File: config.mk
export PLATFORM = sky130hd
export DESIGN_NAME = dual_uart
export DESIGN_NICKNAME = d
export VERILOG_FILES = /design/src/rtl/uart_tx_shifter.v /design/src/rtl/uart_rx_sampler.v /design/src/rtl/dual_uart.v
export VERILOG_INCLUDE_DIRS = /design/src /design/src/rtl
export SDC_FILE = /design/constraint.sdc
export NUM_CORES = 1
export LEC_CHECK = 0
export ABC_AREA = 1
export BUFFER_PORTS_ARGS = -buffer_cell sky130_fd_sc_hd__buf_2
export CORE_MARGIN = 2
export CORE_UTILIZATION = 30
export DETAILED_ROUTE_END_ITERATION = 10
export GPL_TIMING_DRIVEN = 0
export SKIP_CTS_REPAIR_TIMING = 1
export SYNTH_ARGS = -nofsm -noshare
export SYNTH_HDL_FRONTEND = slang
export SYNTH_SLANG_ARGS = --single-unit
File: constraint.sdc
create_clock -name REF_CLK_I -period 13 [get_ports REF_CLK_I]
set_clock_uncertainty 0.05 [all_clocks]
set_input_delay 2.6 -clock REF_CLK_I [delete_from_list [all_inputs] [get_ports REF_CLK_I]]
set_output_delay 2.6 -clock REF_CLK_I [all_outputs]
set_load 0.02 [all_outputs]
File: src/rtl/dual_uart_consts.vh
// Register indices, field positions, reset values and timing counts for the dual serial port.
// Assumes byte address = 4 x register index on the bus.
`ifndef DUAL_UART_CONSTS_VH
`define DUAL_UART_CONSTS_VH
`define IDX_POWER_CTRL 8'h87
`define IDX_TIMER1_RELOAD 8'h8d
`define IDX_BAUD_CTRL 8'h8e
`define IDX_SERIAL_CTRL0 8'h98
`define IDX_DATA_BUF0 8'h99
`define IDX_INT_ENABLE 8'ha8
`define IDX_IRQ_PRIO 8'hb8
`define IDX_SERIAL_CTRL1 8'hc0
`define IDX_DATA_BUF1 8'hc1
`define IDX_T2_RELOAD_HI 8'hca
`define IDX_T2_RELOAD_LO 8'hcb
`define IDX_EXT_INT_CTRL 8'hd8
`define BIT_RATE_DOUBLER 7
`define BIT_GLOBAL_EN 7
`define BIT_PORT0_EN 3
`define BIT_PORT1_EN 6
`define BIT_PORT0_PRIO 4
`define BIT_PORT1_PRIO 6
`define BIT_MULTIPROC 5
`define BIT_RX_ENABLE 4
`define BIT_RX_NINTH 2
`define BIT_TX_DONE 1
`define BIT_RX_DONE 0
`define BIT_T1_RUN 0
`define BIT_T1_FAST 1
`define BIT_P0_T2_SEL 2
`define BIT_T2_RUN 3
`define RST_REG 8'h00
`define VEC_PORT0 8'h23
`define VEC_PORT1 8'h3b
`define T1_DIV_STD 4'hc
`define T1_DIV_FAST 4'h4
`define DIV16_LAST 4'hf
`define FRAME_BITS 4'ha
`define STOP_IDX 4'h9
`define SAMPLE_A 4'h7
`define SAMPLE_C 4'h9
`define TX_DONE_DELAY 2
`define RESP_OKAY 2'b00
`define RESP_SLVERR 2'b10
`endif

File: src/rtl/uart_tx_shifter.v
// Mode 1 transmitter: start, 8 data bits LSB first, stop.
// Assumes tick_i is the 16x baud enable from the same clock.
`timescale 1ns/1ps
`include "dual_uart_consts.vh"
module uart_tx_shifter (
	input wire clk_i,
	input wire rst_i,
	input wire tick_i,
	input wire load_i,
	input wire [7:0] data_i,
	output reg txd_o,
	output wire done_o
);
	reg [3:0] div_r;
	reg [3:0] cnt_r;
	reg [9:0] shift_r;
	reg busy_r;
	reg pend_r;
	reg [`TX_DONE_DELAY-1:0] dly_r;
	wire roll = tick_i & (div_r == `DIV16_LAST);
	assign done_o = dly_r[`TX_DONE_DELAY-1];
	always @(posedge clk_i or posedge rst_i) begin
		if (rst_i) begin
			div_r <= 4'h0;
			cnt_r <= 4'h0;
			shift_r <= 10'h3ff;
			busy_r <= 1'b0;
			pend_r <= 1'b0;
			dly_r <= {`TX_DONE_DELAY{1'b0}};
			txd_o <= 1'b1;
		end else begin
			if (tick_i)
				div_r <= div_r + 4'h1;
			dly_r <= {dly_r[`TX_DONE_DELAY-2:0], 1'b0};
			// A write during a frame is dropped: one byte in flight only
			if (load_i & ~busy_r & ~pend_r) begin
				shift_r <= {1'b1, data_i, 1'b0};
				pend_r <= 1'b1;
			end
			if (roll) begin
				if (pend_r) begin
					pend_r <= 1'b0;
					busy_r <= 1'b1;
					txd_o <= shift_r[0];
					shift_r <= {1'b1, shift_r[9:1]};
					cnt_r <= 4'h1;
				end else if (busy_r) begin
					if (cnt_r == `FRAME_BITS) begin
						busy_r <= 1'b0;
						dly_r[0] <= 1'b1;
					end else begin
						txd_o <= shift_r[0];
						shift_r <= {1'b1, shift_r[9:1]};
						cnt_r <= cnt_r + 4'h1;
					end
				end
			end
		end
	end
endmodule

File: src/rtl/uart_rx_sampler.v
// Mode 1 receiver with 16x oversampling, 3-sample vote and start check.
// Assumes rxd_i is already synchronised to clk_i.
`timescale 1ns/1ps
`include "dual_uart_consts.vh"
module uart_rx_sampler (
	input wire clk_i,
	input wire rst_i,
	input wire tick_i,
	input wire enable_i,
	input wire rxd_i,
	input wire flag_busy_i,
	input wire check_stop_i,
	output reg [7:0] data_o,
	output reg stop_o,
	output reg store_o
);
	reg active_r;
	reg prev_r;
	reg [3:0] div_r;
	reg [3:0] idx_r;
	reg [1:0] vote_r;
	reg [7:0] shift_r;
	wire maj = (vote_r[1] & vote_r[0]) | (vote_r[1] & rxd_i) | (vote_r[0] & rxd_i);
	wire mid = div_r >= `SAMPLE_A && div_r <= `SAMPLE_C;
	always @(posedge clk_i or posedge rst_i) begin
		if (rst_i) begin
			active_r <= 1'b0;
			prev_r <= 1'b1;
			div_r <= 4'h0;
			idx_r <= 4'h0;
			vote_r <= 2'b11;
			shift_r <= 8'h00;
			data_o <= 8'h00;
			stop_o <= 1'b0;
			store_o <= 1'b0;
		end else begin
			prev_r <= rxd_i;
			store_o <= 1'b0;
			if (~enable_i) begin
				active_r <= 1'b0;
			end else if (~active_r) begin
				if (prev_r & ~rxd_i) begin
					active_r <= 1'b1;
					div_r <= 4'h0;
					idx_r <= 4'h0;
				end
			end else if (tick_i) begin
				div_r <= div_r + 4'h1;
				if (mid)
					vote_r <= {vote_r[0], rxd_i};
				if (div_r == `SAMPLE_C) begin
					idx_r <= idx_r + 4'h1;
					if (idx_r == 4'h0) begin
						if (maj)
							active_r <= 1'b0;
					end else if (idx_r == `STOP_IDX) begin
						active_r <= 1'b0;
						// Failing frames leave buffer and stop copy alone
						if (~flag_busy_i & (~check_stop_i | maj)) begin
							data_o <= shift_r;
							stop_o <= maj;
							store_o <= 1'b1;
						end
					end else begin
						shift_r <= {maj, shift_r[7:1]};
					end
				end
			end
		end
	end
endmodule

File: src/rtl/dual_uart.v
// Two mode 1 serial ports with Timer 1 baud source (Timer 2 on port 0 only) and interrupt gating.
// Assumes an AXI4-Lite master on REF_CLK_I; remote devices on the pins run their own clocks.
//
// Design decisions made here: register access over AXI4-Lite and the register addresses.
`timescale 1ns/1ps
`include "dual_uart_consts.vh"
module dual_uart #(
	parameter ADDR_W = 10
) (
	input wire REF_CLK_I,
	input wire RST_I,
	input wire [ADDR_W-1:0] S_AXI_AWADDR_I,
	input wire S_AXI_AWVALID_I,
	output reg S_AXI_AWREADY_O,
	input wire [31:0] S_AXI_WDATA_I,
	input wire [3:0] S_AXI_WSTRB_I,
	input wire S_AXI_WVALID_I,
	output reg S_AXI_WREADY_O,
	output reg [1:0] S_AXI_BRESP_O,
	output reg S_AXI_BVALID_O,
	input wire S_AXI_BREADY_I,
	input wire [ADDR_W-1:0] S_AXI_ARADDR_I,
	input wire S_AXI_ARVALID_I,
	output reg S_AXI_ARREADY_O,
	output reg [31:0] S_AXI_RDATA_O,
	output reg [1:0] S_AXI_RRESP_O,
	output reg S_AXI_RVALID_O,
	input wire S_AXI_RREADY_I,
	input wire PORT0_RX_PIN_I,
	input wire PORT1_RX_PIN_I,
	output wire PORT0_TX_PIN_O,
	output wire PORT1_TX_PIN_O,
	output wire PORT0_IRQ_O,
	output wire PORT1_IRQ_O,
	output wire PORT0_HIGH_PRIORITY_O,
	output wire PORT1_HIGH_PRIORITY_O,
	output reg [7:0] IRQ_VECTOR_O
);
	reg [7:0] power_control_reg;
	reg [7:0] ext_interrupt_control_reg;
	reg [7:0] interrupt_enable_reg;
	reg [7:0] irq_priority_reg;
	reg [7:0] timer1_reload_byte;
	reg [7:0] timer2_reload_high;
	reg [7:0] timer2_reload_low;
	reg [7:0] baud_ctrl_r;
	reg [ADDR_W-1:0] awaddr_r;
	reg aw_hold_r;
	reg [7:0] wdata_r;
	reg w_strb0_r;
	reg w_hold_r;
	reg [3:0] t1_pre_r;
	reg [7:0] t1_cnt_r;
	reg t1_ovf_r;
	reg t2_pre_r;
	reg [15:0] t2_cnt_r;
	reg t2_ovf_r;
	reg [7:0] rd_val;
	reg rd_ok;
	reg wr_ok;
	wire [7:0] wr_idx = awaddr_r[9:2];
	wire [7:0] rd_idx = S_AXI_ARADDR_I[9:2];
	wire wr_fire = aw_hold_r & w_hold_r & ~S_AXI_BVALID_O;
	wire wr_en = wr_fire & w_strb0_r;
	wire t1_fast = baud_ctrl_r[`BIT_T1_FAST];
	wire [3:0] t1_div = t1_fast ? `T1_DIV_FAST : `T1_DIV_STD;
	wire [1:0] irq_raw;
	wire [1:0] irq_gate;
	wire [1:0] txd;
	wire [1:0] irq_q;
	wire [1:0] prio_q;
	wire [7:0] serial_control_reg_q [0:1];
	wire [7:0] rxbuf_q [0:1];
	assign PORT0_TX_PIN_O = txd[0];
	assign PORT1_TX_PIN_O = txd[1];
	assign PORT0_IRQ_O = irq_q[0];
	assign PORT1_IRQ_O = irq_q[1];
	assign PORT0_HIGH_PRIORITY_O = prio_q[0];
	assign PORT1_HIGH_PRIORITY_O = prio_q[1];
	assign irq_gate[0] = irq_raw[0] & interrupt_enable_reg[`BIT_PORT0_EN]
		& interrupt_enable_reg[`BIT_GLOBAL_EN];
	assign irq_gate[1] = irq_raw[1] & interrupt_enable_reg[`BIT_PORT1_EN]
		& interrupt_enable_reg[`BIT_GLOBAL_EN];

	// Timer 1 in 8-bit auto-reload; other counting modes are not modelled
	always @(posedge REF_CLK_I or posedge RST_I) begin
		if (RST_I) begin
			t1_pre_r <= 4'h0;
			t1_cnt_r <= 8'h00;
			t1_ovf_r <= 1'b0;
		end else begin
			t1_ovf_r <= 1'b0;
			if (~baud_ctrl_r[`BIT_T1_RUN]) begin
				t1_pre_r <= 4'h0;
			end else if (t1_pre_r >= t1_div - 4'h1) begin
				t1_pre_r <= 4'h0;
				if (t1_cnt_r == 8'hff) begin
					t1_cnt_r <= timer1_reload_byte;
					t1_ovf_r <= 1'b1;
				end else begin
					t1_cnt_r <= t1_cnt_r + 8'h01;
				end
			end else begin
				t1_pre_r <= t1_pre_r + 4'h1;
			end
		end
	end

	// Timer 2 counts at clk/2 and reloads all 16 bits
	always @(posedge REF_CLK_I or posedge RST_I) begin
		if (RST_I) begin
			t2_pre_r <= 1'b0;
			t2_cnt_r <= 16'h0000;
			t2_ovf_r <= 1'b0;
		end else begin
			t2_ovf_r <= 1'b0;
			if (~baud_ctrl_r[`BIT_T2_RUN]) begin
				t2_pre_r <= 1'b0;
				// Parked at the reload so the first period is already the programmed one
				t2_cnt_r <= {timer2_reload_high, timer2_reload_low};
			end else begin
				t2_pre_r <= ~t2_pre_r;
				if (t2_pre_r) begin
					if (t2_cnt_r == 16'hffff) begin
						t2_cnt_r <= {timer2_reload_high, timer2_reload_low};
						t2_ovf_r <= 1'b1;
					end else begin
						t2_cnt_r <= t2_cnt_r + 16'h0001;
					end
				end
			end
		end
	end

	genvar g;
	generate
		for (g = 0; g < 2; g = g + 1) begin : gen_port
			reg [2:0] sync_r;
			reg rxd_r;
			reg half_r;
			reg [7:0] serial_control_reg_r;
			reg irq_r;
			reg prio_r;
			wire ovf;
			wire doubler;
			wire tick;
			wire tx_done;
			wire rx_store;
			wire rx_stop;
			wire [7:0] rx_data;
			wire rx_pin = (g == 0) ? PORT0_RX_PIN_I : PORT1_RX_PIN_I;
			wire [7:0] ctrl_idx = (g == 0) ? `IDX_SERIAL_CTRL0 : `IDX_SERIAL_CTRL1;
			wire [7:0] buf_idx = (g == 0) ? `IDX_DATA_BUF0 : `IDX_DATA_BUF1;
			// Port 1 has no Timer 2 path
			assign ovf = (g == 0 && baud_ctrl_r[`BIT_P0_T2_SEL]) ? t2_ovf_r : t1_ovf_r;
			assign doubler = (g == 0) ? power_control_reg[`BIT_RATE_DOUBLER]
				: ext_interrupt_control_reg[`BIT_RATE_DOUBLER];
			// Timer 2 always bypasses the halving stage
			assign tick = ovf & (doubler | half_r | (g == 0 && baud_ctrl_r[`BIT_P0_T2_SEL]));
			assign irq_raw[g] = serial_control_reg_r[`BIT_TX_DONE] | serial_control_reg_r[`BIT_RX_DONE];
			assign irq_q[g] = irq_r;
			assign prio_q[g] = prio_r;
			assign serial_control_reg_q[g] = serial_control_reg_r;
			assign rxbuf_q[g] = rx_data;
			always @(posedge REF_CLK_I or posedge RST_I) begin
				if (RST_I) begin
					sync_r <= 3'b111;
					rxd_r <= 1'b1;
					half_r <= 1'b0;
					serial_control_reg_r <= `RST_REG;
					irq_r <= 1'b0;
					prio_r <= 1'b0;
				end else begin
					// Pin must settle over two stages before it counts
					sync_r <= {sync_r[1:0], rx_pin};
					if (sync_r[1] == sync_r[2])
						rxd_r <= sync_r[2];
					if (ovf)
						half_r <= ~half_r;
					irq_r <= irq_gate[g];
					prio_r <= irq_priority_reg[(g == 0) ? `BIT_PORT0_PRIO : `BIT_PORT1_PRIO];
					if (wr_en && wr_idx == ctrl_idx)
						serial_control_reg_r <= wdata_r;
					// Hardware set wins over a same-cycle software clear
					if (tx_done)
						serial_control_reg_r[`BIT_TX_DONE] <= 1'b1;
					if (rx_store) begin
						serial_control_reg_r[`BIT_RX_DONE] <= 1'b1;
						serial_control_reg_r[`BIT_RX_NINTH] <= rx_stop;
					end
				end
			end
			uart_tx_shifter tx_inst (
				.clk_i(REF_CLK_I),
				.rst_i(RST_I),
				.tick_i(tick),
				.load_i(wr_en && wr_idx == buf_idx),
				.data_i(wdata_r),
				.txd_o(txd[g]),
				.done_o(tx_done)
			);
			uart_rx_sampler rx_inst (
				.clk_i(REF_CLK_I),
				.rst_i(RST_I),
				.tick_i(tick),
				.enable_i(serial_control_reg_r[`BIT_RX_ENABLE]),
				.rxd_i(rxd_r),
				.flag_busy_i(serial_control_reg_r[`BIT_RX_DONE]),
				.check_stop_i(serial_control_reg_r[`BIT_MULTIPROC]),
				.data_o(rx_data),
				.stop_o(rx_stop),
				.store_o(rx_store)
			);
		end
	endgenerate

	// Vector of the winning request: high priority first, then natural order
	always @(posedge REF_CLK_I or posedge RST_I) begin
		if (RST_I) begin
			IRQ_VECTOR_O <= 8'h00;
		end else if (irq_gate[1] & irq_priority_reg[`BIT_PORT1_PRIO]
			& ~(irq_gate[0] & irq_priority_reg[`BIT_PORT0_PRIO])) begin
			IRQ_VECTOR_O <= `VEC_PORT1;
		end else if (irq_gate[0]) begin
			IRQ_VECTOR_O <= `VEC_PORT0;
		end else if (irq_gate[1]) begin
			IRQ_VECTOR_O <= `VEC_PORT1;
		end else begin
			IRQ_VECTOR_O <= 8'h00;
		end
	end

	// Write address map check
	always @* begin
		case (wr_idx)
			`IDX_POWER_CTRL, `IDX_TIMER1_RELOAD, `IDX_BAUD_CTRL, `IDX_SERIAL_CTRL0,
			`IDX_DATA_BUF0, `IDX_INT_ENABLE, `IDX_IRQ_PRIO, `IDX_SERIAL_CTRL1,
			`IDX_DATA_BUF1, `IDX_T2_RELOAD_HI, `IDX_T2_RELOAD_LO, `IDX_EXT_INT_CTRL:
				wr_ok = 1'b1;
			default: wr_ok = 1'b0;
		endcase
	end

	// Read mux; a data buffer read returns the receive side
	always @* begin
		rd_ok = 1'b1;
		case (rd_idx)
			`IDX_POWER_CTRL: rd_val = power_control_reg;
			`IDX_TIMER1_RELOAD: rd_val = timer1_reload_byte;
			`IDX_BAUD_CTRL: rd_val = baud_ctrl_r;
			`IDX_SERIAL_CTRL0: rd_val = serial_control_reg_q[0];
			`IDX_DATA_BUF0: rd_val = rxbuf_q[0];
			`IDX_INT_ENABLE: rd_val = interrupt_enable_reg;
			`IDX_IRQ_PRIO: rd_val = irq_priority_reg;
			`IDX_SERIAL_CTRL1: rd_val = serial_control_reg_q[1];
			`IDX_DATA_BUF1: rd_val = rxbuf_q[1];
			`IDX_T2_RELOAD_HI: rd_val = timer2_reload_high;
			`IDX_T2_RELOAD_LO: rd_val = timer2_reload_low;
			`IDX_EXT_INT_CTRL: rd_val = ext_interrupt_control_reg;
			default: begin
				rd_val = 8'h00;
				rd_ok = 1'b0;
			end
		endcase
	end

	// AXI4-Lite write: address and data taken in either order, one write at a time
	always @(posedge REF_CLK_I or posedge RST_I) begin
		if (RST_I) begin
			S_AXI_AWREADY_O <= 1'b1;
			S_AXI_WREADY_O <= 1'b1;
			S_AXI_BVALID_O <= 1'b0;
			S_AXI_BRESP_O <= `RESP_OKAY;
			aw_hold_r <= 1'b0;
			w_hold_r <= 1'b0;
			awaddr_r <= {ADDR_W{1'b0}};
			wdata_r <= 8'h00;
			w_strb0_r <= 1'b0;
		end else begin
			if (S_AXI_AWVALID_I & S_AXI_AWREADY_O) begin
				awaddr_r <= S_AXI_AWADDR_I;
				aw_hold_r <= 1'b1;
				S_AXI_AWREADY_O <= 1'b0;
			end
			if (S_AXI_WVALID_I & S_AXI_WREADY_O) begin
				wdata_r <= S_AXI_WDATA_I[7:0];
				w_strb0_r <= S_AXI_WSTRB_I[0];
				w_hold_r <= 1'b1;
				S_AXI_WREADY_O <= 1'b0;
			end
			if (wr_fire) begin
				aw_hold_r <= 1'b0;
				w_hold_r <= 1'b0;
				S_AXI_BVALID_O <= 1'b1;
				S_AXI_BRESP_O <= wr_ok ? `RESP_OKAY : `RESP_SLVERR;
			end
			if (S_AXI_BVALID_O & S_AXI_BREADY_I) begin
				S_AXI_BVALID_O <= 1'b0;
				S_AXI_AWREADY_O <= 1'b1;
				S_AXI_WREADY_O <= 1'b1;
			end
		end
	end

	// Plain control registers
	always @(posedge REF_CLK_I or posedge RST_I) begin
		if (RST_I) begin
			power_control_reg <= `RST_REG;
			ext_interrupt_control_reg <= `RST_REG;
			interrupt_enable_reg <= `RST_REG;
			irq_priority_reg <= `RST_REG;
			timer1_reload_byte <= `RST_REG;
			timer2_reload_high <= `RST_REG;
			timer2_reload_low <= `RST_REG;
			baud_ctrl_r <= `RST_REG;
		end else if (wr_en & wr_ok) begin
			case (wr_idx)
				`IDX_POWER_CTRL: power_control_reg <= wdata_r;
				`IDX_EXT_INT_CTRL: ext_interrupt_control_reg <= wdata_r;
				`IDX_INT_ENABLE: interrupt_enable_reg <= wdata_r;
				`IDX_IRQ_PRIO: irq_priority_reg <= wdata_r;
				`IDX_TIMER1_RELOAD: timer1_reload_byte <= wdata_r;
				`IDX_T2_RELOAD_HI: timer2_reload_high <= wdata_r;
				`IDX_T2_RELOAD_LO: timer2_reload_low <= wdata_r;
				`IDX_BAUD_CTRL: baud_ctrl_r <= wdata_r;
				default: baud_ctrl_r <= baud_ctrl_r;
			endcase
		end
	end

	// AXI4-Lite read: answer one cycle after the address is taken
	always @(posedge REF_CLK_I or posedge RST_I) begin
		if (RST_I) begin
			S_AXI_ARREADY_O <= 1'b1;
			S_AXI_RVALID_O <= 1'b0;
			S_AXI_RDATA_O <= 32'h00000000;
			S_AXI_RRESP_O <= `RESP_OKAY;
		end else begin
			if (S_AXI_ARVALID_I & S_AXI_ARREADY_O) begin
				S_AXI_ARREADY_O <= 1'b0;
				S_AXI_RVALID_O <= 1'b1;
				S_AXI_RDATA_O <= {24'h000000, rd_val};
				S_AXI_RRESP_O <= (rd_ok && S_AXI_ARADDR_I[1:0] == 2'b00) ? `RESP_OKAY
					: `RESP_SLVERR;
			end
			if (S_AXI_RVALID_O & S_AXI_RREADY_I) begin
				S_AXI_RVALID_O <= 1'b0;
				S_AXI_ARREADY_O <= 1'b1;
			end
		end
	end
endmodule

* Word-level counts from Yosys, hierarchy flattened
Index checks and enable logic that the tools add are counted.
Cells by class: add/subtract/negate cells 12, reductions and logical operators 47, multiplexer cells 129, magnitude comparators 5, bitwise logic cells 64, equality and inequality tests 43
Operators with widths (number):
- $eq A8 B8 Y1 const B | 25
- $mux W10 | 10
- $pmux W8 S12 | 1
- $mux W1 | 86
- $mux W4 | 21
- $mux W16 | 3
- $add A4 B1 Y4 const B | 9
- $and A1 B1 Y1 | 34
- $eq A4 B4 Y1 const B | 8
- $reduce_bool A2 Y1 | 14
- $reduce_or A12 Y1 | 2
- $not A1 Y1 | 19
- $mux W6 | 3
- $reduce_and A2 Y1 | 9
- $add A16 B1 Y16 const B | 1
- $eq A16 B16 Y1 const B | 1
- $reduce_and A4 Y1 | 4
- $reduce_and A7 Y1 | 2
- $reduce_and A3 Y1 | 4
- $reduce_and A6 Y1 | 2
- $or A1 B1 Y1 | 11
- $add A8 B1 Y8 const B | 1
- $ge A4 B3 Y1 const B | 2
- $le A4 B4 Y1 const B | 2
- other kinds (11) | 26
Word-level totals: bits of input ports 65, flip-flop bits (word level) 277, word-level logic and storage cells 376, output and inout bits 55

* Depth between registers and ports, before layout
depth in word-level cells 12, mapped depth 12, gate-level depth less buffers 11

* Hierarchy
Synthesis repeated with hierarchy kept, for this count alone.
Unflattened totals: cell total of the unflattened synthesis 1718, area total of the unflattened synthesis 13849.5 µm²
By module, submodules not included:
- dual_uart | seq. area each 4042.6 µm², cells an instance 1113, area each 8521.9 µm², times used 1
- uart_rx_sampler (gen_port[0].rx_inst) | seq. area each 754.5 µm², cells an instance 164, area each 1505.2 µm², times used 1
- uart_rx_sampler (gen_port[1].rx_inst) | seq. area each 754.5 µm², cells an instance 168, area each 1491.4 µm², times used 1
- uart_tx_shifter (gen_port[1].tx_inst) | seq. area each 589.3 µm², cells an instance 136, area each 1171.1 µm², times used 1
- uart_tx_shifter (gen_port[0].tx_inst) | seq. area each 589.3 µm², cells an instance 137, area each 1159.9 µm², times used 1

* Worst setup path after synthesis
Ideal clock, no wire load.
path type in2reg, start point input S_AXI_ARADDR_I[8], end point register S_AXI_RDATA_O[3], path slack 9249 ps, arrival time 3636 ps, stages 10, required time 12885 ps, path buffers 1, library setup time 65 ps, cell sequence inv_1 nand2_1 nor2_2 clkbuf_1 nand3_1 nand2_1 nor2_1 nand3_1 nand2_1 nand2_1
Between the ends: longest elaborated chain between the ends 2, elaborated cells between the ends (all ways) 13, classes of those cells eq/ne: 12; mux: 1
Ends and longest elaborated chain:
- from (decl) | RTL line dual_uart.v:22 | input wire [ADDR_W-1:0] S_AXI_ARADDR_I,
- $eq A8 B8 Y1 | RTL line dual_uart.v:247 | case (rd_idx)
- $pmux W8 S12 * | RTL line dual_uart.v:247
- to (signal assigned) | RTL line dual_uart.v:342 | S_AXI_RDATA_O <= {24'h000000, rd_val};
- to (decl) | RTL line dual_uart.v:25 | output reg [31:0] S_AXI_RDATA_O,
Every way passes the cells marked *; elsewhere a longest branch is shown, timed or not. A chain may end at the register's enable or synchronous reset.

* Worst setup path after layout
start point input S_AXI_ARADDR_I[7], end point register S_AXI_RDATA_O[6]
Same word-level chain as after synthesis.

==> summary.txt <==
Via density = 4.73
Fin Setup TNS = 0 ns
hpwl dp = 25500 um
largest net degree at the start of global routing = 119
CP endpoint = S_AXI_RDATA_O[6]
die width = 214 um
worst r2r path cells = 6
Worst-path clk slew = 0.06 ns
WL met1 = 15900 um
Initial Util = 0.306
Area Overhead vs Synth = 16.9%
area leader, netlist = dfrtp_1
setup violators final = 0
Slew HR = 0.415
Largest register FFs = 20
WL per Instance = 15.0 um
IO Count = 120
most frequent CP cell = nand2_1
Top reg by flops = gen_port.tx_inst.shift_r
Critical-path top delay cell = nor2_1
library cells used by synthesis = 44
met2 wire len = 16800 um
port buffer count = 61
die area = 45900 um^2
critical path type = input pin to flop
gpl congestion = 0.901
worst reg-to-reg setup slack = 10.71 ns
Peak supply drop = 0.0000983 V
Seq/Total Area, Yosys = 0.508
Worst-Skew Late Latency = 0.58 ns
final hold violations = 0
Req. time, crit path = 13.46 ns
Yosys reg bits = 267
CP Max Fanout = 8
WP data arrival = 4.40 ns
critical-path cell list = buf_2 > inv_1 > nand2_1 > nor2_1 > nand2_1 > o21ai_0 > nor2_1 > nand3_1 > nand2_1 > nand2_1
Core ar. = 43400 um^2
clock root buffer = clkbuf_16
worst hold-check path type = flop to flop
P_leak = 7.66 nW
FMAX = 254 MHz
Core Util, Final = 0.357
clock tree buffer depth = 3
max-slew violation count = 0
fraction of layout cells with a size suffix above 1 = 0.140
Std-Cell Rows = 76
Buf+Inv Stages, Crit Path = 2
commonest non-fill, non-tap cells in the layout = 521 x nand2_1, 228 x dfrtp_1, 153 x o21ai_0
H-tree lvl count = 1
Setup crit start = S_AXI_ARADDR_I[7]
Reg-to-Reg Start = awaddr_r[6]
DR vias = 11200
max_cap viols = 0
number of global-route vias before repair = 10936
Yosys top cell area share = 0.431
WHS = 0.298 ns
Top Metal Used = met4
Post-Syn Area = 13200 um^2
Post-Syn Instances = 1637
crit path capture type = flop
clock buffer count from CTS = 30
Worst Max-Slew Pin Slew = 0.877 ns
first-pass GRT wire length = 58800 um
Routed met3 length = 1910 um
cells taking the most area after synthesis = dfrtp_1 43%, nand2_1 15%, dfstp_2 7.7%
status = finished clean
WL final = 35600 um
R2R Path End = timer2_reload_low[7]
TritonCTS clock tree = done
Placed Instances = 2313
CP Depth = 10
DRC violations left = 0
CP max stage delay = 0.48 ns
unrepaired setup endpoints after global routing = no
delay-heaviest family, CP = simple AND/OR/NAND/NOR gates
most common cell after layout, fill and taps aside = nand2_1
Congestion Overflow GR = 0
pwr dens = 138 nW/um^2
Nets = 1847
Final min period = 3.94 ns
yosys warns = 0
Global Route Usage Sum = 0.156
critical path startpoint category = input pin
Syn Area/Cell = 8.09 um^2
Clock Sinks = 267
Ant. Diodes = 0
total power = 0.00213 W
drt pass-1 iters = 5
die height = 214 um
antenna-violating nets left = 0
number of DRC markers in iteration 0 = 879
final cell count without fillers = 2369
final worst-path cycle share = 0.303
initial antenna violation count = 0
-- cell families (layout without fill, tap and decap cells) --
logic type | after synthesis | count (layout) | synth area share
compound gates | 191 | 191 | 0.0739
other cells | 1 | 29 | 0.000283
fa+ha+maj | 24 | 24 | 0.0223
flops | 267 | 267 | 0.508
mux | 1 | 1 | 0.000850
simple gates | 891 | 891 | 0.296
xor+xnor | 24 | 24 | 0.0159
buf+inv | 238 | 357 | 0.0832
-- area by class of cell --
type,instances,area (um^2)
Multi-Input combinational cell,1160,5520
Timing Repair Buffer,63,360
Clock inverter,9,97.6
Inverter,160,608
Sequential cell,267,6730
Clock buffer,47,936
Fill cell,4568,27900
Buffer,78,502
Tap cell,585,732
-- Yosys cell counts (all sizes together) --
cell      n
maj3      2
a21oi    26
a221oi    1
mux2      1
o31ai     1
buf      60
xnor2    12
nand2   525
or2       5
dfrtp   228
o211ai    2
nor2    110
clkinv    8
xor2     12
and3      1
o221ai    1
ha       22
conb      1
a211oi    1
nand4    83
nor3     14
clkbuf   18
nor4      2
nand3b    4
a21boi    1
inv     152
dfstp    39
o21ai   158
nand3   147
-- report_power, final --
| part | total (W) | internal [W] | switching, W |
|---|---|---|---|
| registers | 0.000920 | 0.000886 | 0.0000340 |
| logic | 0.000327 | 0.0000762 | 0.000251 |
| clock network | 0.000883 | 0.000530 | 0.000353 |
| total | 0.00213 | 0.00149 | 0.000638 |
-- through the flow --
step,setup slack (ns),cell area [um^2]
final,9.06,15500
after global routing,9.03,15500
after CTS,9.05,15500
after detailed placement,8.56,14500
after global placement,-0.101,14400
after floorplan,3.06,13400
-- worst min path at each step --
| stage | from | to | cells past startpoint |
|---|---|---|---|
| after detailed placement | gen_port[0].tx_inst.dly_r[0] | gen_port[0].tx_inst.dly_r[1] | 0 |
| final | gen_port[0].tx_inst.dly_r[0] | gen_port[0].tx_inst.dly_r[1] | 0 |
| after CTS | gen_port[0].tx_inst.dly_r[0] | gen_port[0].tx_inst.dly_r[1] | 0 |
| after global routing | gen_port[0].sync_r[0] | gen_port[0].sync_r[1] | 0 |
| after floorplan | gen_port[0].tx_inst.dly_r[0] | gen_port[0].tx_inst.dly_r[1] | 0 |
| after global placement | gen_port[0].tx_inst.dly_r[0] | gen_port[0].tx_inst.dly_r[1] | 0 |
-- routing by layer --
metal | vias up | GRT usage
li1 | 5514 | -
met1 | 5344 | 0.209
met2 | 276 | 0.258
met3 | 66 | 0.0244
met4 | 0 | 0.0486
met5 | - | 0
No activity file was read; power rests on OpenSTA's default activity.
